File: src/sre_return_exec.sv
// What this block does
// RQ1: the plain return pops one level off the return-address stack, dropping that entry.
// RQ2: the stack top entry is copied into the program counter so fetch resumes at the return point.
// RQ3: each return takes two instruction cycles, the second being an idle flush in all four phases.
// RQ4: the plain return decodes in phase one, idles in phases two and three, and pops in phase four.
// RQ5: the literal return writes the accumulator and pops the stack together in phase four.
// RQ6: the literal return loads its 8-bit literal into the accumulator and reloads the program counter.
// RQ7: no status flag changes, and the accumulator changes only for the literal return.
`timescale 1ns/1ps
`default_nettype none

package sre_pkg;
   localparam int INSTR_W = 14;
   localparam int ADDR_W = 13;
   localparam int LIT_W = 8;
   localparam int STK_PTR_W = 3;
   localparam int NUM_PHASES = 4;
   // opcode patterns
   localparam logic [INSTR_W-1:0] OP_RETURN = 14'h0008;
   localparam int LITOP_MSB = 13;
   localparam int LITOP_LSB = 10;
   localparam logic [3:0] OP_RETLIT_HI = 4'hD;
   // quarter phase codes, one-hot, rotating left
   localparam logic [NUM_PHASES-1:0] PH_Q1 = 4'h1;
   localparam logic [NUM_PHASES-1:0] PH_Q2 = 4'h2;
   localparam logic [NUM_PHASES-1:0] PH_Q4 = 4'h8;
   localparam logic [ADDR_W-1:0] PC_RST = 13'h0000;
   localparam logic [LIT_W-1:0] W_RST = 8'h00;

   typedef enum logic [2:0] {
      SRE_IDLE = 3'h1,
      SRE_EXEC = 3'h2,
      SRE_FLUSH = 3'h4
   } sre_state_e;

   function automatic logic sre_is_ret(input logic [INSTR_W-1:0] op);
      return op == OP_RETURN;
   endfunction

   function automatic logic sre_is_retlit(input logic [INSTR_W-1:0] op);
      return op[LITOP_MSB:LITOP_LSB] == OP_RETLIT_HI;
   endfunction
endpackage

module sre_return_exec
   import sre_pkg::*;
(
   input wire logic sys_clk, // core clock, 100 MHz
   input wire logic arst_n, // async reset, active low
   input wire logic [INSTR_W-1:0] instr_word, // fetched opcode, valid in phase one
   input wire logic instr_valid, // opcode present this cycle
   input wire logic push_en, // call logic saves an address
   input wire logic [ADDR_W-1:0] push_addr, // address saved by a call
   output logic [NUM_PHASES-1:0] phase_r, // current quarter phase, one-hot
   output logic busy_r, // a return is in progress
   output logic flush_r, // second cycle: fetched opcode discarded
   output logic pc_load_r, // one-cycle strobe to reload the pc
   output logic [ADDR_W-1:0] pc_value_r, // new pc value
   output logic w_load_r, // one-cycle strobe to write the accumulator
   output logic [LIT_W-1:0] w_value_r, // accumulator value
   output logic flag_we_r // status flag write enable, never raised here
);

   ////////////////////////////////////////////////////////////////////////////////
   // reset release and phase clock

   logic [1:0] rst_sync_r;
   logic rst_n;
   assign rst_n = rst_sync_r[1];

   // release through two flops so all flops leave reset on one edge
   always_ff @(posedge sys_clk or negedge arst_n) begin
      if (!arst_n) begin
         rst_sync_r <= 2'h0;
      end else begin
         rst_sync_r <= {rst_sync_r[0], 1'b1};
      end
   end

   // one clock per quarter phase
   always_ff @(posedge sys_clk or negedge rst_n) begin
      if (!rst_n) begin
         phase_r <= PH_Q1;
      end else begin
         phase_r <= {phase_r[NUM_PHASES-2:0], phase_r[NUM_PHASES-1]};
      end
   end

   ////////////////////////////////////////////////////////////////////////////////
   // sequencer

   sre_state_e state_r;
   sre_state_e state_nxt;
   logic is_lit_r;
   logic [LIT_W-1:0] lit_r;
   logic stk_pop;
   logic [ADDR_W-1:0] stk_top;

   wire q1 = phase_r == PH_Q1;
   wire q4 = phase_r == PH_Q4;
   wire dec_hit = instr_valid && (sre_is_ret(instr_word) || sre_is_retlit(instr_word));

   // decode in phase one only, pop in phase four, then one idle cycle
   always_comb begin
      state_nxt = state_r;
      case (state_r)
         SRE_IDLE: begin
            if (q1 && dec_hit) begin
               state_nxt = SRE_EXEC; // RQ4
            end
         end
         SRE_EXEC: begin
            if (q4) begin
               state_nxt = SRE_FLUSH; // RQ3
            end
         end
         SRE_FLUSH: begin
            if (q4) begin
               state_nxt = SRE_IDLE; // RQ3
            end
         end
         default: begin
            state_nxt = SRE_IDLE;
         end
      endcase
   end

   always_ff @(posedge sys_clk or negedge rst_n) begin
      if (!rst_n) begin
         state_r <= SRE_IDLE;
      end else begin
         state_r <= state_nxt;
      end
   end

   // kind and literal both captured at decode in phase one
   always_ff @(posedge sys_clk or negedge rst_n) begin
      if (!rst_n) begin
         is_lit_r <= 1'b0;
         lit_r <= W_RST;
      end else begin
         if (state_r == SRE_IDLE && q1 && dec_hit) begin
            is_lit_r <= sre_is_retlit(instr_word);
            lit_r <= instr_word[LIT_W-1:0];
         end
      end
   end

   // phases two and three of the first cycle do nothing
   assign stk_pop = (state_r == SRE_EXEC) && q4; // RQ1

   ////////////////////////////////////////////////////////////////////////////////
   // stack and outputs

   sre_ret_stack #(
      .PTR_W(STK_PTR_W),
      .ADDR_W(ADDR_W)
   ) u_stack (
      .clk(sys_clk),
      .rst_n(rst_n),
      .push(push_en),
      .push_data(push_addr),
      .pop(stk_pop),
      .top_r(stk_top)
   );

   // pc reload and accumulator write share the pop edge
   always_ff @(posedge sys_clk or negedge rst_n) begin
      if (!rst_n) begin
         pc_load_r <= 1'b0;
         pc_value_r <= PC_RST;
         w_load_r <= 1'b0;
         w_value_r <= W_RST;
      end else begin
         pc_load_r <= stk_pop; // RQ2
         w_load_r <= stk_pop && is_lit_r; // RQ5
         if (stk_pop) begin
            pc_value_r <= stk_top; // RQ2
         end
         if (stk_pop && is_lit_r) begin
            w_value_r <= lit_r; // RQ6
         end
      end
   end

   // status lines; flags are never written by a return
   always_ff @(posedge sys_clk or negedge rst_n) begin
      if (!rst_n) begin
         busy_r <= 1'b0;
         flush_r <= 1'b0;
         flag_we_r <= 1'b0;
      end else begin
         busy_r <= state_nxt != SRE_IDLE;
         flush_r <= state_nxt == SRE_FLUSH; // RQ3
         flag_we_r <= 1'b0; // RQ7
      end
   end

   ////////////////////////////////////////////////////////////////////////////////
   // checks

   property p_pop_once;
      @(posedge sys_clk) disable iff (!rst_n)
      $rose(busy_r) |-> ##2 stk_pop ##1 !stk_pop [*4];
   endproperty
   a_pop_once: assert property (p_pop_once) else $error("pop not in fourth phase"); // RQ1

   property p_pc_from_top;
      @(posedge sys_clk) disable iff (!rst_n)
      stk_pop |=> pc_load_r && pc_value_r == $past(stk_top);
   endproperty
   a_pc_from_top: assert property (p_pc_from_top) else $error("pc not loaded from top"); // RQ2

   property p_two_cycles;
      @(posedge sys_clk) disable iff (!rst_n)
      $rose(busy_r) |-> busy_r [*7] ##1 !busy_r;
   endproperty
   a_two_cycles: assert property (p_two_cycles) else $error("return not two cycles"); // RQ3

   property p_flush_len;
      @(posedge sys_clk) disable iff (!rst_n)
      $rose(flush_r) |-> pc_load_r ##1 (flush_r && !pc_load_r && !w_load_r) [*3] ##1 !flush_r;
   endproperty
   a_flush_len: assert property (p_flush_len) else $error("flush cycle wrong"); // RQ3

   property p_decode_q1;
      @(posedge sys_clk) disable iff (!rst_n)
      $rose(busy_r) |-> $past(q1) && $past(dec_hit);
   endproperty
   a_decode_q1: assert property (p_decode_q1) else $error("decode outside phase one"); // RQ4

   property p_w_with_pop;
      @(posedge sys_clk) disable iff (!rst_n)
      w_load_r |-> pc_load_r && $past(q4);
   endproperty
   a_w_with_pop: assert property (p_w_with_pop) else $error("w write not with pop"); // RQ5

   property p_w_literal;
      @(posedge sys_clk) disable iff (!rst_n)
      w_load_r |-> w_value_r == $past(lit_r, 1) && $past(is_lit_r);
   endproperty
   a_w_literal: assert property (p_w_literal) else $error("w not the literal"); // RQ6

   property p_no_side_effects;
      @(posedge sys_clk) disable iff (!rst_n)
      !flag_we_r and ((pc_load_r && !$past(is_lit_r)) |-> !w_load_r && $stable(w_value_r));
   endproperty
   a_no_side_effects: assert property (p_no_side_effects) else $error("flags or w touched"); // RQ7

endmodule

`default_nettype wire

File: src/sre_ret_stack.sv
`timescale 1ns/1ps
`default_nettype none

// circular return-address stack; top entry comes out of a register
module sre_ret_stack #(
   parameter int PTR_W = 1,
   parameter int ADDR_W = 1
) (
   input wire logic clk, // core clock
   input wire logic rst_n, // synchronised reset, active low
   input wire logic push, // save an address
   input wire logic [ADDR_W-1:0] push_data, // address to save
   input wire logic pop, // discard the top entry
   output logic [ADDR_W-1:0] top_r // current top entry, registered
);

   logic [ADDR_W-1:0] mem [0:(1<<PTR_W)-1];
   logic [PTR_W-1:0] ptr_r;

   // storage; no reset so it maps onto plain ram cells
   always_ff @(posedge clk) begin
      if (push && !pop) begin
         mem[ptr_r] <= push_data;
      end
   end

   // pointer wraps silently: overflow and underflow are not flagged
   always_ff @(posedge clk or negedge rst_n) begin
      if (!rst_n) begin
         ptr_r <= '0;
      end else if (pop) begin
         ptr_r <= ptr_r - PTR_W'(1);
      end else if (push) begin
         ptr_r <= ptr_r + PTR_W'(1);
      end
   end

   // registered read lags one edge behind a push or pop
   always_ff @(posedge clk) begin
      top_r <= mem[ptr_r - PTR_W'(1)];
   end

endmodule

`default_nettype wire

File: config.mk
export PLATFORM = sky130hd
export DESIGN_NAME = sre_return_exec
export DESIGN_NICKNAME = d
export VERILOG_FILES = /design/src/sre_return_exec.sv /design/src/sre_ret_stack.sv
export SDC_FILE = /design/constraint.sdc
export NUM_CORES = 1
export LEC_CHECK = 0
export BUFFER_PORTS_ARGS = -buffer_cell sky130_fd_sc_hd__clkbuf_2
export CAP_MARGIN = 40
export CORE_MARGIN = 2
export CORE_UTILIZATION = 61
export CTS_CLUSTER_SIZE = 40
export DETAILED_ROUTE_END_ITERATION = 8
export PLACE_DENSITY = 0.79
export SYNTH_ARGS = -nofsm -noshare
export SYNTH_HDL_FRONTEND = slang
export SYNTH_SLANG_ARGS = --single-unit
export TNS_END_PERCENT = 30
File: constraint.sdc
create_clock -name sys_clk -period 3.1 [get_ports sys_clk]
set_clock_uncertainty 0.2 [all_clocks]
set_input_delay 0.62 -clock sys_clk [delete_from_list [all_inputs] [get_ports sys_clk]]
set_output_delay 0.62 -clock sys_clk [all_outputs]
set_load 0.01 [all_outputs]
---- Yosys cells after proc, flatten, opt, wreduce, memory -nomap -nowiden ----
Memories as Yosys holds them, arrays and structs flattened. A register that Yosys moved wholly into a read port is not among the register bits.
Cells that the tools add are included.
operators by class
  reduce and logical (&&, ||, !) cells .... 10
  add/subtract/negate cells ............... 2
  mux-type cells .......................... 8
  equal/unequal tests ..................... 9
operators with widths
  kind                                                                 count
  3-bit two-way mux                                                    5
  14-bit by 4-bit == test with 1-bit output (second input constant)    1
  3-bit case mux with 3 select lines                                   1
  4-bit == test (second input constant)                                2
  1-bit logical AND                                                    7
  3-bit == test (second input constant)                                2
  4-bit by 1-bit == test with 1-bit output (second input constant)     1
  3-bit by 1-bit adder with 3-bit output (second input constant)       1
  3-bit by 1-bit == test with 1-bit output (second input constant)     1
  3-bit by 2-bit == test with 1-bit output (second input constant)     1
  3-bit by 1-bit != test with 1-bit output (second input constant)     1
  3-bit by 1-bit subtractor with 3-bit output (second input constant)  1
  1-bit two-way mux                                                    2
  2-bit nonzero test                                                   1
  1-bit logical NOT                                                    1
  1-bit logical OR                                                     1
storage, ports and cells
  logic and storage cells ................. 42
  register bits after elaboration ......... 46
  output and inout bits ................... 30
  RAM bits ................................ 104
  memories ................................ 1
  input bits .............................. 31
memories
  name         words  bits a word  read ports  clocked after memory_dff  wr ports  line                 text
  u_stack.mem  8      13           1           1                         1         sre_ret_stack.sv:17  logic [ADDR_W-1:0] mem [0:(1<<PTR_W)-1];

---- Depth between registers and ports, before layout ----
  word-level depth ........................ 7
  mapped depth ............................ 8
  depth with buffers taken out ............ 5

---- By module ----
A second synthesis with hierarchy kept.
unflattened totals
  cells, all modules ...................... 387
  area total of the unflattened synthesis .. 6,298.5 um^2
by module, submodules not included
  module           cells an instance  area an instance (um^2)  times used  seq. area each (um^2)
  sre_ret_stack    283                4,678.2                  1           3,458.3
  sre_return_exec  104                1,620.3                  1           1,078.5

---- Worst setup path before layout ----
OpenSTA, ideal clock, no wires.
  path type ............................... register -> register
  from .................................... reg phase_r[0]
  to ...................................... mem u_stack.mem[0][0] (enable)
  required time ........................... 2.483 ns
  buffers on the path ..................... 1
  arrival time ............................ 2.384 ns
  clock period less this slack ............ 3.001 ns
  setup slack ............................. 0.099 ns
  stages on the path, launching flop included .. 6
  library setup time ...................... 0.417 ns
  cells stage by stage .................... dfstp_2 nor4b_4 nand3b_4 clkinv_2 buf_2 nor4_1
between the ends
  cells in the longest elaborated chain, start to end .. 6
ends and longest elaborated chain
  what                                     line                    text
  start, declared                          sre_return_exec.sv:54   output logic [NUM_PHASES-1:0] phase_r,
  start signal, assigned                   sre_return_exec.sv:85   phase_r <= {phase_r[NUM_PHASES-2:0], phase_r[NUM_PHASES-1]};
  4-bit == test                            sre_return_exec.sv:100  wire q4 = phase_r == PH_Q4;
  1-bit logical AND                        sre_return_exec.sv:150  assign stk_pop = (state_r == SRE_EXEC) && q4;
  1-bit logical NOT                        sre_ret_stack.sv:22     if (push && !pop) begin
  1-bit logical AND                        sre_ret_stack.sv:22
  1-bit two-way mux                        sre_ret_stack.sv:22
  1-bit two-way mux (not written as such)  sre_ret_stack.sv:23     mem[ptr_r] <= push_data;
  end, declared                            sre_ret_stack.sv:17
Every way passes these cells.

---- Final worst setup path ----
  from .................................... reg u_stack.ptr_r[0]
  to ...................................... reg u_stack.top_r[4] (read register of u_stack.mem)
between the ends
  cells in the longest elaborated chain, start to end .. 1
ends and longest elaborated chain
  what                                         line                 text
  start, declared                              sre_ret_stack.sv:18  logic [PTR_W-1:0] ptr_r;
  start signal, assigned                       sre_ret_stack.sv:32  ptr_r <= ptr_r - PTR_W'(1);
  start signal, assigned                       sre_ret_stack.sv:34  ptr_r <= ptr_r + PTR_W'(1);
  3-bit by 1-bit subtractor with 3-bit output  sre_ret_stack.sv:40  top_r <= mem[ptr_r - PTR_W'(1)];
  end, declared                                sre_ret_stack.sv:14  output logic [ADDR_W-1:0] top_r
Every way passes these cells.
A chain may end at the register's enable or synchronous reset.

==> results.md <==
* Post-layout min period at 2.448 ns
* Total Wirelength at 10990 µm
* Worst setup EP type: flip-flop
* Global route hottest layer: met2
* Clock transition at the registers of the reported paths at 0.06 ns
* CTS buffer count at 17
* Met1 Use GR at 28.66%
* Worst IR Drop VDD at 0.0004541 V
* Grt met3 use at 5.538%
* PwrDens at 864.9 mW/mm²
* Crit-path max FO at 20
* Site Rows at 36
* Max Clk Rate at 408.6 MHz
* Worst hold path type: reg -> async
* Period utilisation layout at 78.95%
* Synthesized net count at 360
* Core area at 0.009729 mm²
* Met2 Usage GRT at 36.33%
* Data required time at the worst endpoint at 3.31 ns
* R2R setup slack at 0.65 ns
* FFs w/ async S/R, synth at 28.22%
* Die height at 103.8 µm
* Largest net degree at the start of global routing at 40
* Wire per inst at 19.90 µm
* Finish-stage setup viols at 0
* Max-slew violations at 0
* CTS resizes at 0
* Clk buf depth at 2
* Root Driver: clkbuf_8
* Final Hold Violating Endpoints at 0
* Ys Warns at 0
* Reg2reg start: u_stack.ptr_r[0]
* TritonRoute pass-1 iters at 4
* # nets final at 439
* First-pass GRT wire length at 17600 µm
* #FFs+latches synth at 163
* Slowest cell delay on critical path at 0.59 ns
* Worst setup SP type: flip-flop
* IO buf count at 59
* Register area share after synthesis at 74.72%
* Starting Density at 62.41%
* Leading cell type in the layout, fill and taps excluded: edfxtp_1
* Gr ovfl total at 0
* CP max stage cell: dfrtp_2
* Mapped cell area at 0.006072 mm²
* CTS Sinks at 163
* Ant diodes at 0
* Via Count at 3150
* Post-Syn Area per Cell at 18.57 µm²
* Vias in the first global route at 3265
* Reg2Reg Depth at 5
* Ys flop type: edfxtp_1
* Max H-tree Level at 4
* Final HPWL DP at 6781 µm
* Via density at 5.707
* # DRC at 0
* Antenna viol nets, final at 0
* Setup CP Type: reg -> reg
* Layout area overhead at 17.91%
* Setup TNS at 0 ns
* Status: complete, no violations
* Share of layout cells above drive strength 1 at 40.57%
* Die area at 0.01077 mm²
* Clock latency on the worst-skew pair at 0.53 ns
* WHS at 0.04561 ns
* Syn Inst Count at 327
* First DRT Iteration DRCs at 230
* Post-CTS setup buffer count at 0
* Synth cell types at 41
* RSZ-0062 raised after global routing: no
* Most frequent cells in the layout: 104 x edfxtp_1, 59 x clkbuf_2, 45 x nand2_1, 42 x dfrtp_1, 26 x mux4_2
* R2r endpoint: u_stack.top_r[4]
* Leakage at 2.848 nW
* Post-synth EDFFs at 104
* CTS tree: built
* Critical Path AT at 2.66 ns
* Die span in x at 103.8 µm
* CP Cell Sequence: inv_1 -> ha_1 -> buf_12 -> mux4_2 -> mux2_2
* Total chip power at 0.006192 W
* Tot GR Track Use at 22.28%
* Ports at 61
* Initial antenna violation count at 0
* RePlAce Congestion at 0.8134
* Max-Cap Viols at 0
registers in the layout, summed over array words and instances (netlist names), 2 cells and up:
signal / flops
lit_r: 8
pc_value_r: 13
phase_r: 4
rst_sync_r: 2
state_r: 3
u_stack.mem: 104
u_stack.ptr_r: 3
u_stack.top_r: 13
w_value_r: 8
layer usage:
metal	vias to the layer above	part of all wire [%]
li1	1410	-
met4	0	2.2
met5	-	0
met1	1589	41
met3	21	7.0
met2	130	50
worst max-delay path by stage:
stage / from / end / slack, ns / cells past startpoint
after detailed placement: phase_r[0] / u_stack.mem[0][8] / 0.72 / 5
after floorplan: phase_r[0] / u_stack.mem[0][0] / 0.1 / 5
after CTS: u_stack.ptr_r[0] / u_stack.top_r[4] / 0.62 / 5
after global placement: phase_r[0] / u_stack.mem[4][7] / 0.78 / 5
after global routing: u_stack.ptr_r[0] / u_stack.top_r[6] / 0.55 / 5
final: u_stack.ptr_r[0] / u_stack.top_r[4] / 0.65 / 5
worst max-delay path, delay by kind of cell, from the launching register on:
kind	cells	cell delay, ns
flip-flops	1	0.59
buffers and inverters	2	0.35
adder cells (fa/ha/maj)	1	0.58
multiplexers	2	0.59
through the flow:
step                      worst slack (ns)  std cells  cell area [µm²]  util (%)
after global routing                0.5503        552             7159     73.59
after floorplan                    0.09945        327             6072         -
after detailed placement            0.7198        518             6605     67.89
final                               0.6525        552             7159     73.59
after CTS                           0.6231        552             7159     73.59
after global placement              0.7811        517             6585     67.68
repair_timing:
| action | 4_1_cts | 5_1_grt |
|---|---|---|
| hold buffers | 2 | 0 |
| endpoints found under the hold margin | 7 | 0 |
| setup endpoints to repair | 0 | 0 |
cell usage after synthesis, types with 4 or more instances:
cell type / instances / area share (%)
nand2_1: 45 / 2.8
edfxtp_1: 104 / 51
dfrtp_1: 44 / 18
buf_2: 5 / 0.41
mux2_4: 8 / 2.0
nor3_1: 4 / 0.33
a22o_2: 7 / 1.2
mux2_2: 13 / 2.4
nor2_1: 5 / 0.31
dfxtp_1: 13 / 4.3
nor4_1: 5 / 0.52
mux4_2: 26 / 9.6
cells by family (layout without fill, tap and decap cells):
logic type,Yosys count,count (layout),synth area share [%]
compound gates,18,18,2.287
buf+inv,17,109,1.669
fa+ha+maj,2,2,0.4121
other cells,2,2,0.1237
mux,47,47,14.03
flops,163,163,74.72
simple gates,75,75,6.326
xor+xnor,3,3,0.4328
power breakdown:
group	internal [W]	switching (W)	total, W
clock	0.00106	0.000802	0.00186
combinational	0.000817	0.000713	0.00153
sequential	0.00265	0.000152	0.00281
layout make-up:
| cell class | instances | area [µm²] |
|---|---|---|
| timing repair buffer | 73 | 430.4 |
| clock buffer | 18 | 417.9 |
| inverter | 4 | 16.27 |
| multi-input combinational | 147 | 1473 |
| sequential | 163 | 4539 |
| tap | 133 | 166.4 |
| clock inverter | 14 | 116.4 |
| fill | 599 | 2570 |
No activity file was read; power rests on OpenSTA's default activity.
